`config.mk`:
```
export PLATFORM = sky130hd
export DESIGN_NAME = ifr_top
export DESIGN_NICKNAME = d
export VERILOG_FILES = /design/src/ifr_pkg.sv /design/src/ifr_flag_reg.sv /design/src/ifr_top.sv
export SDC_FILE = /design/constraint.sdc
export NUM_CORES = 1
export LEC_CHECK = 0
export ABC_AREA = 1
export BUFFER_PORTS_ARGS = -buffer_cell sky130_fd_sc_hd__clkbuf_2
export CAP_MARGIN = 15
export CORE_AREA = 2 2 75 77
export DETAILED_ROUTE_END_ITERATION = 8
export DIE_AREA = 0 0 77 79
export PLACE_DENSITY = 0.95
export SETUP_SLACK_MARGIN = 0.05
export SYNTH_ARGS = -nofsm -noshare
export SYNTH_HDL_FRONTEND = slang
export SYNTH_SLANG_ARGS = --single-unit
```
`constraint.sdc`:
```
create_clock -name clk_i -period 3 [get_ports clk_i]
set_input_delay 0.6 -clock clk_i [delete_from_list [all_inputs] [get_ports clk_i]]
set_output_delay 0.6 -clock clk_i [all_outputs]
set_load 0.01 [all_outputs]
```
`src/ifr_pkg.sv`:
```
package ifr_pkg;

	// bus geometry
	localparam int DATA_W        = 32;
	localparam int REG_W         = 8;
	localparam int EVT_W         = 6;
	localparam int NUM_FLAG_REGS = 4;

	// register indices, byte address is four times the index
	localparam logic [7:0] IDX_FLAGS_A    = 8'h88;
	localparam logic [7:0] IDX_FLAGS_B    = 8'h98;
	localparam logic [7:0] IDX_FLAGS_C    = 8'h9B;
	localparam logic [7:0] IDX_CONTROL    = 8'hC8;
	localparam logic [7:0] IDX_EVT_STATUS = 8'hD0;
	localparam logic [7:0] IDX_EVT_MASK   = 8'hD1;

	// slots of the flag register array
	localparam int SLOT_A    = 0;
	localparam int SLOT_B    = 1;
	localparam int SLOT_C    = 2;
	localparam int SLOT_CTRL = 3;

	// field positions in the first flag register
	localparam int BIT_SERIAL1     = 7;
	localparam int BIT_CONVERTER   = 5;
	localparam int BIT_SERIAL0     = 3;
	localparam int BIT_KEEP_ONE_B  = 2;
	localparam int BIT_RF_FIFO_ERR = 1;
	localparam int BIT_KEEP_ONE_A  = 0;

	// field positions of the paired flags in the second and third registers
	localparam int BIT_PAIR_HI = 1;
	localparam int BIT_PAIR_LO = 0;

	// reset values
	localparam logic [REG_W-1:0] RST_FLAGS_A = 8'h05;
	localparam logic [REG_W-1:0] RST_FLAGS_B = 8'h00;
	localparam logic [REG_W-1:0] RST_FLAGS_C = 8'h00;
	localparam logic [REG_W-1:0] RST_CONTROL = 8'h60;
	localparam logic [EVT_W-1:0] RST_EVT     = 6'h00;

	// bits that hold storage; the rest read as zero
	localparam logic [REG_W-1:0] WMASK_A    = 8'hFF;
	localparam logic [REG_W-1:0] WMASK_PAIR = 8'hC3;
	localparam logic [REG_W-1:0] WMASK_CTRL = 8'hFF;

	// per-slot tables for the flag register array
	localparam logic [REG_W-1:0] FLAG_RST [NUM_FLAG_REGS] = '{RST_FLAGS_A, RST_FLAGS_B, RST_FLAGS_C, RST_CONTROL};
	localparam logic [REG_W-1:0] FLAG_WMASK [NUM_FLAG_REGS] = '{WMASK_A, WMASK_PAIR, WMASK_PAIR, WMASK_CTRL};

	// one bit per interrupt source
	typedef struct packed {
		logic serial1;
		logic converter;
		logic serial0;
		logic rf_fifo_err;
		logic cipher;
		logic radio_general;
	} ifr_evt_t;

endpackage

```
`src/ifr_flag_reg.sv`:
```
`timescale 1ns/100ps
module ifr_flag_reg #(
	parameter int           W       = 8,
	parameter logic [W-1:0] RST_VAL = '0,
	parameter logic [W-1:0] WR_MASK = '1
) (
	// clock and reset
	input  wire logic         clk_i,
	input  wire logic         rst_i,
	input  wire logic         ce_i,
	// hardware set and clear, one bit each
	input  wire logic [W-1:0] hw_set_i,
	input  wire logic [W-1:0] hw_clr_i,
	// software write
	input  wire logic         sw_we_i,
	input  wire logic [W-1:0] sw_wdata_i,
	// stored value
	output logic      [W-1:0] q_o
);

	logic [W-1:0] q_ff;
	logic [W-1:0] nxt_q;
	logic [W-1:0] kept;

	// software write replaces writable bits, otherwise hardware clear acts
	assign kept  = sw_we_i ? ((sw_wdata_i & WR_MASK) | (q_ff & ~WR_MASK)) : (q_ff & ~hw_clr_i);
	// a source event wins over any clear in the same cycle
	assign nxt_q = (hw_set_i & WR_MASK) | kept;
	assign q_o   = q_ff;

	// storage
	always_ff @(posedge clk_i) begin
		if (rst_i) begin
			q_ff <= RST_VAL;
		end else if (ce_i) begin
			q_ff <= nxt_q;
		end
	end

endmodule // ifr_flag_reg

```
`src/ifr_top.sv`:
```
// Register access over Wishbone is this design's own decision.
`timescale 1ns/100ps
// Functional notes
// - a serial channel 1 receive event sets bit 7 of the first flag register.
// - a converter event sets bit 5 of the first flag register.
// - a serial channel 0 receive event sets bit 3 of the first flag register.
// - a radio FIFO error event sets bit 1 of the first flag register.
// - the serial, converter and radio FIFO error flags clear when the CPU takes their vector.
// - bits 2 and 0 of the first flag register and bits 6 and 5 of the control register reset to one, and a software write can clear them.
// - the cipher pair sits in bits 1 and 0 of the second flag register and either bit requests service.
// - a cipher event sets both cipher flags together.
// - the radio general pair sits in bits 1 and 0 of the third flag register and either bit requests service.
// - a radio general event sets both radio general flags together.
// - flags set on their source event whatever the enable bits say.
// - a set flag whose interrupt is enabled raises a vector request on the next cycle.
module ifr_top #(
	parameter int ADR_W = 12
) (
	// clock, reset, clock enable
	input  wire logic                       clk_i,
	input  wire logic                       rst_i,
	input  wire logic                       ce_i,
	// wishbone slave
	input  wire logic                       cyc_i,
	input  wire logic                       stb_i,
	input  wire logic                       we_i,
	input  wire logic [3:0]                 sel_i,
	input  wire logic [ADR_W-1:0]           adr_i,
	input  wire logic [ifr_pkg::DATA_W-1:0] dat_i,
	output logic      [ifr_pkg::DATA_W-1:0] dat_o,
	output logic                            ack_o,
	// peripheral event strobes and cpu vectoring
	input  wire ifr_pkg::ifr_evt_t          evt_i,
	input  wire ifr_pkg::ifr_evt_t          vector_taken_i,
	input  wire ifr_pkg::ifr_evt_t          irq_enable_i,
	// requests toward the vectoring logic
	output ifr_pkg::ifr_evt_t               svc_req_o,
	// summary interrupt
	output logic                            irq_o
);

	localparam int RW = ifr_pkg::REG_W;
	localparam int EW = ifr_pkg::EVT_W;
	localparam int NR = ifr_pkg::NUM_FLAG_REGS;

	// one-hot select: flag slots 0..3, then status, then mask
	function automatic logic [NR+1:0] reg_hit(input logic [ADR_W-1:0] adr);
		logic [NR+1:0] hit;
		logic          top_ok;
		hit    = '0;
		top_ok = (adr[ADR_W-1:10] == '0);
		hit[ifr_pkg::SLOT_A]    = top_ok && (adr[9:2] == ifr_pkg::IDX_FLAGS_A);
		hit[ifr_pkg::SLOT_B]    = top_ok && (adr[9:2] == ifr_pkg::IDX_FLAGS_B);
		hit[ifr_pkg::SLOT_C]    = top_ok && (adr[9:2] == ifr_pkg::IDX_FLAGS_C);
		hit[ifr_pkg::SLOT_CTRL] = top_ok && (adr[9:2] == ifr_pkg::IDX_CONTROL);
		hit[NR]                 = top_ok && (adr[9:2] == ifr_pkg::IDX_EVT_STATUS);
		hit[NR+1]               = top_ok && (adr[9:2] == ifr_pkg::IDX_EVT_MASK);
		return hit;
	endfunction

	logic                       ack_ff;
	logic [ifr_pkg::DATA_W-1:0] dat_ff;
	logic [EW-1:0]              status_ff;
	logic [EW-1:0]              mask_ff;
	ifr_pkg::ifr_evt_t          svc_req_ff;

	logic [NR+1:0]              hit;
	logic                       bus_req;
	logic                       bus_wr;
	logic [RW-1:0]              flag_q   [NR];
	logic [RW-1:0]              flag_set [NR];
	logic [RW-1:0]              flag_clr [NR];
	logic [RW-1:0]              rd_byte;
	logic [EW-1:0]              evt_bits;
	logic [EW-1:0]              status_clr;
	logic [EW-1:0]              nxt_status;
	ifr_pkg::ifr_evt_t          pending;

	// bus decode; writes land at the edge where ack is high
	assign hit     = reg_hit(adr_i);
	assign bus_req = cyc_i && stb_i;
	assign bus_wr  = bus_req && we_i && ack_ff && sel_i[0];

	// event strobes into the first flag register
	assign flag_set[ifr_pkg::SLOT_A] = (RW'(evt_i.serial1) << ifr_pkg::BIT_SERIAL1)
	                                 | (RW'(evt_i.converter) << ifr_pkg::BIT_CONVERTER)
	                                 | (RW'(evt_i.serial0) << ifr_pkg::BIT_SERIAL0)
	                                 | (RW'(evt_i.rf_fifo_err) << ifr_pkg::BIT_RF_FIFO_ERR);
	// paired sources set both bits at once
	assign flag_set[ifr_pkg::SLOT_B] = (RW'(evt_i.cipher) << ifr_pkg::BIT_PAIR_HI)
	                                 | (RW'(evt_i.cipher) << ifr_pkg::BIT_PAIR_LO);
	assign flag_set[ifr_pkg::SLOT_C] = (RW'(evt_i.radio_general) << ifr_pkg::BIT_PAIR_HI)
	                                 | (RW'(evt_i.radio_general) << ifr_pkg::BIT_PAIR_LO);
	assign flag_set[ifr_pkg::SLOT_CTRL] = '0;

	// vector taken clears only the first register's source flags
	assign flag_clr[ifr_pkg::SLOT_A] = (RW'(vector_taken_i.serial1) << ifr_pkg::BIT_SERIAL1)
	                                 | (RW'(vector_taken_i.converter) << ifr_pkg::BIT_CONVERTER)
	                                 | (RW'(vector_taken_i.serial0) << ifr_pkg::BIT_SERIAL0)
	                                 | (RW'(vector_taken_i.rf_fifo_err) << ifr_pkg::BIT_RF_FIFO_ERR);
	// paired flags have no hardware clear, software writes zero
	assign flag_clr[ifr_pkg::SLOT_B]    = '0;
	assign flag_clr[ifr_pkg::SLOT_C]    = '0;
	assign flag_clr[ifr_pkg::SLOT_CTRL] = '0;

	// flag register array, keep-one bits reset to one
	for (genvar g = 0; g < NR; g++) begin : g_flag
		ifr_flag_reg #(
			.W       (RW),
			.RST_VAL (ifr_pkg::FLAG_RST[g]),
			.WR_MASK (ifr_pkg::FLAG_WMASK[g])
		) u_flag (
			.clk_i      (clk_i),
			.rst_i      (rst_i),
			.ce_i       (ce_i),
			.hw_set_i   (flag_set[g]),
			.hw_clr_i   (flag_clr[g]),
			.sw_we_i    (bus_wr && hit[g]),
			.sw_wdata_i (dat_i[RW-1:0]),
			.q_o        (flag_q[g])
		);
	end

	// pending view per source, a one means pending
	assign pending.serial1       = flag_q[ifr_pkg::SLOT_A][ifr_pkg::BIT_SERIAL1];
	assign pending.converter     = flag_q[ifr_pkg::SLOT_A][ifr_pkg::BIT_CONVERTER];
	assign pending.serial0       = flag_q[ifr_pkg::SLOT_A][ifr_pkg::BIT_SERIAL0];
	assign pending.rf_fifo_err   = flag_q[ifr_pkg::SLOT_A][ifr_pkg::BIT_RF_FIFO_ERR];
	assign pending.cipher        = flag_q[ifr_pkg::SLOT_B][ifr_pkg::BIT_PAIR_HI]
	                             | flag_q[ifr_pkg::SLOT_B][ifr_pkg::BIT_PAIR_LO];
	assign pending.radio_general = flag_q[ifr_pkg::SLOT_C][ifr_pkg::BIT_PAIR_HI]
	                             | flag_q[ifr_pkg::SLOT_C][ifr_pkg::BIT_PAIR_LO];

	// vector request one cycle after flag and enable meet
	always_ff @(posedge clk_i) begin
		if (rst_i) begin
			svc_req_ff <= '0;
		end else if (ce_i) begin
			svc_req_ff <= pending & irq_enable_i;
		end
	end
	assign svc_req_o = svc_req_ff;

	// sticky event status, write one to clear, event wins
	assign evt_bits   = evt_i;
	assign status_clr = (bus_wr && hit[NR]) ? dat_i[EW-1:0] : '0;
	assign nxt_status = (status_ff & ~status_clr) | evt_bits;

	// status and mask storage
	always_ff @(posedge clk_i) begin
		if (rst_i) begin
			status_ff <= ifr_pkg::RST_EVT;
			mask_ff   <= ifr_pkg::RST_EVT;
		end else if (ce_i) begin
			status_ff <= nxt_status;
			if (bus_wr && hit[NR+1]) begin
				mask_ff <= dat_i[EW-1:0];
			end
		end
	end
	assign irq_o = |(status_ff & mask_ff);

	// read selection, unmapped reads give zero
	assign rd_byte = ({RW{hit[ifr_pkg::SLOT_A]}} & flag_q[ifr_pkg::SLOT_A])
	               | ({RW{hit[ifr_pkg::SLOT_B]}} & flag_q[ifr_pkg::SLOT_B])
	               | ({RW{hit[ifr_pkg::SLOT_C]}} & flag_q[ifr_pkg::SLOT_C])
	               | ({RW{hit[ifr_pkg::SLOT_CTRL]}} & flag_q[ifr_pkg::SLOT_CTRL])
	               | ({RW{hit[NR]}} & RW'(status_ff))
	               | ({RW{hit[NR+1]}} & RW'(mask_ff));

	// one wait state: ack and read data register on the same edge
	always_ff @(posedge clk_i) begin
		if (rst_i) begin
			ack_ff <= 1'b0;
			dat_ff <= '0;
		end else if (ce_i) begin
			ack_ff <= bus_req && !ack_ff;
			if (bus_req && !ack_ff) begin
				dat_ff <= {{(ifr_pkg::DATA_W-RW){1'b0}}, rd_byte};
			end
		end
	end
	assign ack_o = ack_ff;
	assign dat_o = dat_ff;

endmodule // ifr_top

```
==> flow_summary.yaml <==
setup_path:
  crit_buf_inv: 3
  crit_arrival_ns: 2.27
  cp.depth: 7
  worstSetupPathType: "input pin to register"
  cp_max_fo: 20
  ff2ff_path_depth: 8
  critical-path-top-delay-family: "simple AND/OR/NAND/NOR gates"
  crit_path_start_kind: "input pin"
  r2r_slack_ns: 1.30
  r2r-end: "g_flag[0].u_flag.q_o[1]"
  cp_cell_sequence: "clkbuf_2 -> inv_1 -> nor3_2 -> buf_4 -> nand2_1 -> nor2_1 -> nor2_1"
  reg2reg_from: "ack_o"
  path_common_cell: "nor2_1"
  critPathMaxStageDelay_ns: 0.55
  cp.required_ns: 3.21
  endpoint: "dat_o[5]"
  slowest_stage: "nor3_2"
  crit_start: "ce_i"
  worst_setup_path_end_kind: "register"
grt:
  grt_usage_pct: 23.3
  gr-total-overflow: 0
  grt_max_degree: 29
  grt_pass1_wl_um: 11200
  grt_antenna_before_repair: 0
  first_global_vias: 2418
die:
  io_pins: 112
  fp-row-count: 27
  die_y_um: 79
  start_util_pct: 50.5
  die_area_um2: 6080
  fp.dieW_um: 77
  coreArea_um2: 5340
finish:
  multi_input_area_um2: 1400
  nFillCells: 537
  final-seq-area_um2: 1020
  final_nets: 511
  final_common_cell: "nand2_1"
  layout_common_cells: "nand2_1, nor2_1, clkbuf_2, nand3_1, dfxtp_1"
  syn2layout_area_growth_pct: 11.8
  diodes: 0
  drive_above_1_share_pct: 19.6
yosys:
  synthDistinctLibCells: 28
  ys_warn_count: 0
  netlist_area_um2: 2690
  synth.yosys.seq_area_share_pct: 37.9
  synth-seq-cells: 51
  syn_avg_cell_area_um2: 6.96
  netlist_instances: 387
outcome:
  outcome: "completed"
drt:
  vias: 2674
  drtIter0Drc: 279
  dr.pass1.iters: 6
  wl_per_cell_um: 13.4
  wirelength_um: 6870
  routed_via_density: 5.23
  drc: 0
  ant_nets: 0
placement:
  detailedPlace.worstSlack_ns: 0.704
  hpwl_um: 5100
  routabilityCongestion: 0.928
  io_buffers: 56
timing:
  rsz0062_at_grt: "false"
  skew_ns: 0.00731
  setup_violations: 0
  max_freq_ghz: 0.486
  worst-slew-pin-transition_ns: 0.617
  max_slew_margin_pct: 58.7
  fin_ws_ns: 0.941
  maxSlewViolCount: 0
  setup_tns_ns: 0
  final-hold-violation-count: 0
  worst_hold_slack_ns: 0.463
  fin_crit_sh_pct: 68.6
  min_period_ns: 2.06
clocking:
  cts.clk_slew.worst_paths_ns: 0.09
  post_cts_buffers: 0
  cts-root-buf: "clkbuf_8"
  cts_tree: "yes"
  clk_path_buf_depth: 2
  h-tree-depth: 2
  clock-sinks: 51
  clkLatencyLatePin_ns: 0.31
  postCtsHoldBufs: 0
  ctsResizeCount: 0
  cts_buffers: 5
min_path:
  worstHoldPathType: "register to register"
  hold_start: "g_flag[3].u_flag.q_o[2]"
pwr:
  p_per_area_nw_per_um2: 446
  irDropWorstVdd_v: 0.000200
  p_leak_nw: 1.42
flow_run:
  maxCapViolations: 0
==> power by group <==
part           leakage, nW  switching, mW  internal [mW]
clock network       0.0513          0.224          0.245
logic                0.957          0.104         0.0537
registers            0.416         0.0166          0.700
==> sequential cells by signal (all words and copies together), names as in the netlist <==
name               cells
ack_o                  1
dat_o                  8
g_flag.u_flag.q_o     24
mask_ff                6
status_ff              6
svc_req_o              6
==> cell type report <==
type                    count  share of cell area, %
inverters                  27                   3.37
multi-input cells         296                   46.5
well taps                  72                   2.99
clock buffers               6                   2.41
flip-flops and latches     51                   33.9
clock inverters             1                  0.997
repair buffers             58                   9.80
==> cell usage after synthesis <==
master    instances  area share, %
nor3_2            1           0.37
dfxtp_1          51             38
a21oi_1          20            3.7
conb_1            1           0.14
nand3_4           1           0.65
nand4_2           1           0.46
a21boi_0          2           0.56
a221oi_1          1           0.33
nand2_4           1           0.42
nand3_2           1           0.37
buf_1             1           0.14
nor3_1            6            1.1
nand4_1           1           0.23
buf_6             3            1.3
o21ai_1           3           0.56
buf_2             1           0.19
inv_1            24            3.3
nand2_2           4           0.93
nand3_1          54             10
o21ai_0          33            6.1
buf_4            26            7.2
nand2_1          72             10
clkbuf_1          5           0.70
nor2_1           61            8.5
inv_2             3           0.42
nor2_2            3           0.70
nor2_4            5            2.1
nor2_8            2            1.5
==> per-stage QoR <==
stage	cells	util (%)	total power [mW]	instance area (µm²)
floorplan	410	-	0.843	2780
global placement	504	54.5	0.881	2910
detailed placement	504	54.5	0.886	2910
CTS	511	56.4	1.35	3010
global route	511	56.4	1.40	3010
finish	511	56.4	1.34	3010
==> metal layers <==
| layer | routed length, µm | up-vias | GRT usage [%] |
|---|---|---|---|
| met1 | 2970 | 1181 | 29.6 |
| met4 | 193 | 0 | 10.0 |
| met3 | 607 | 28 | 5.23 |
| met2 | 3090 | 155 | 38.2 |
| met5 | 0 | - | 0 |
| li1 | - | 1310 | - |
==> kinds of logic after synthesis <==
group / synth area share [%]
simple gates: 37.4
other cells: 0.139
compound gates: 11.3
buf+inv: 13.3
flops: 37.9
==> tightest hold or removal path: stages (launching register included) <==
cell and delay [ns]:
dfxtp_1 0.32, inv_1 0.05, a21oi_1 0.05
==> worst min path at each step <==
stage / to / cells past startpoint
CTS: g_flag[3].u_flag.q_o[2] / 2
finish: g_flag[3].u_flag.q_o[2] / 2
detailed placement: g_flag[3].u_flag.q_o[2] / 2
global placement: g_flag[3].u_flag.q_o[2] / 2
global route: g_flag[3].u_flag.q_o[2] / 2
floorplan: g_flag[3].u_flag.q_o[2] / 2
(Power assumes the default switching activity.)
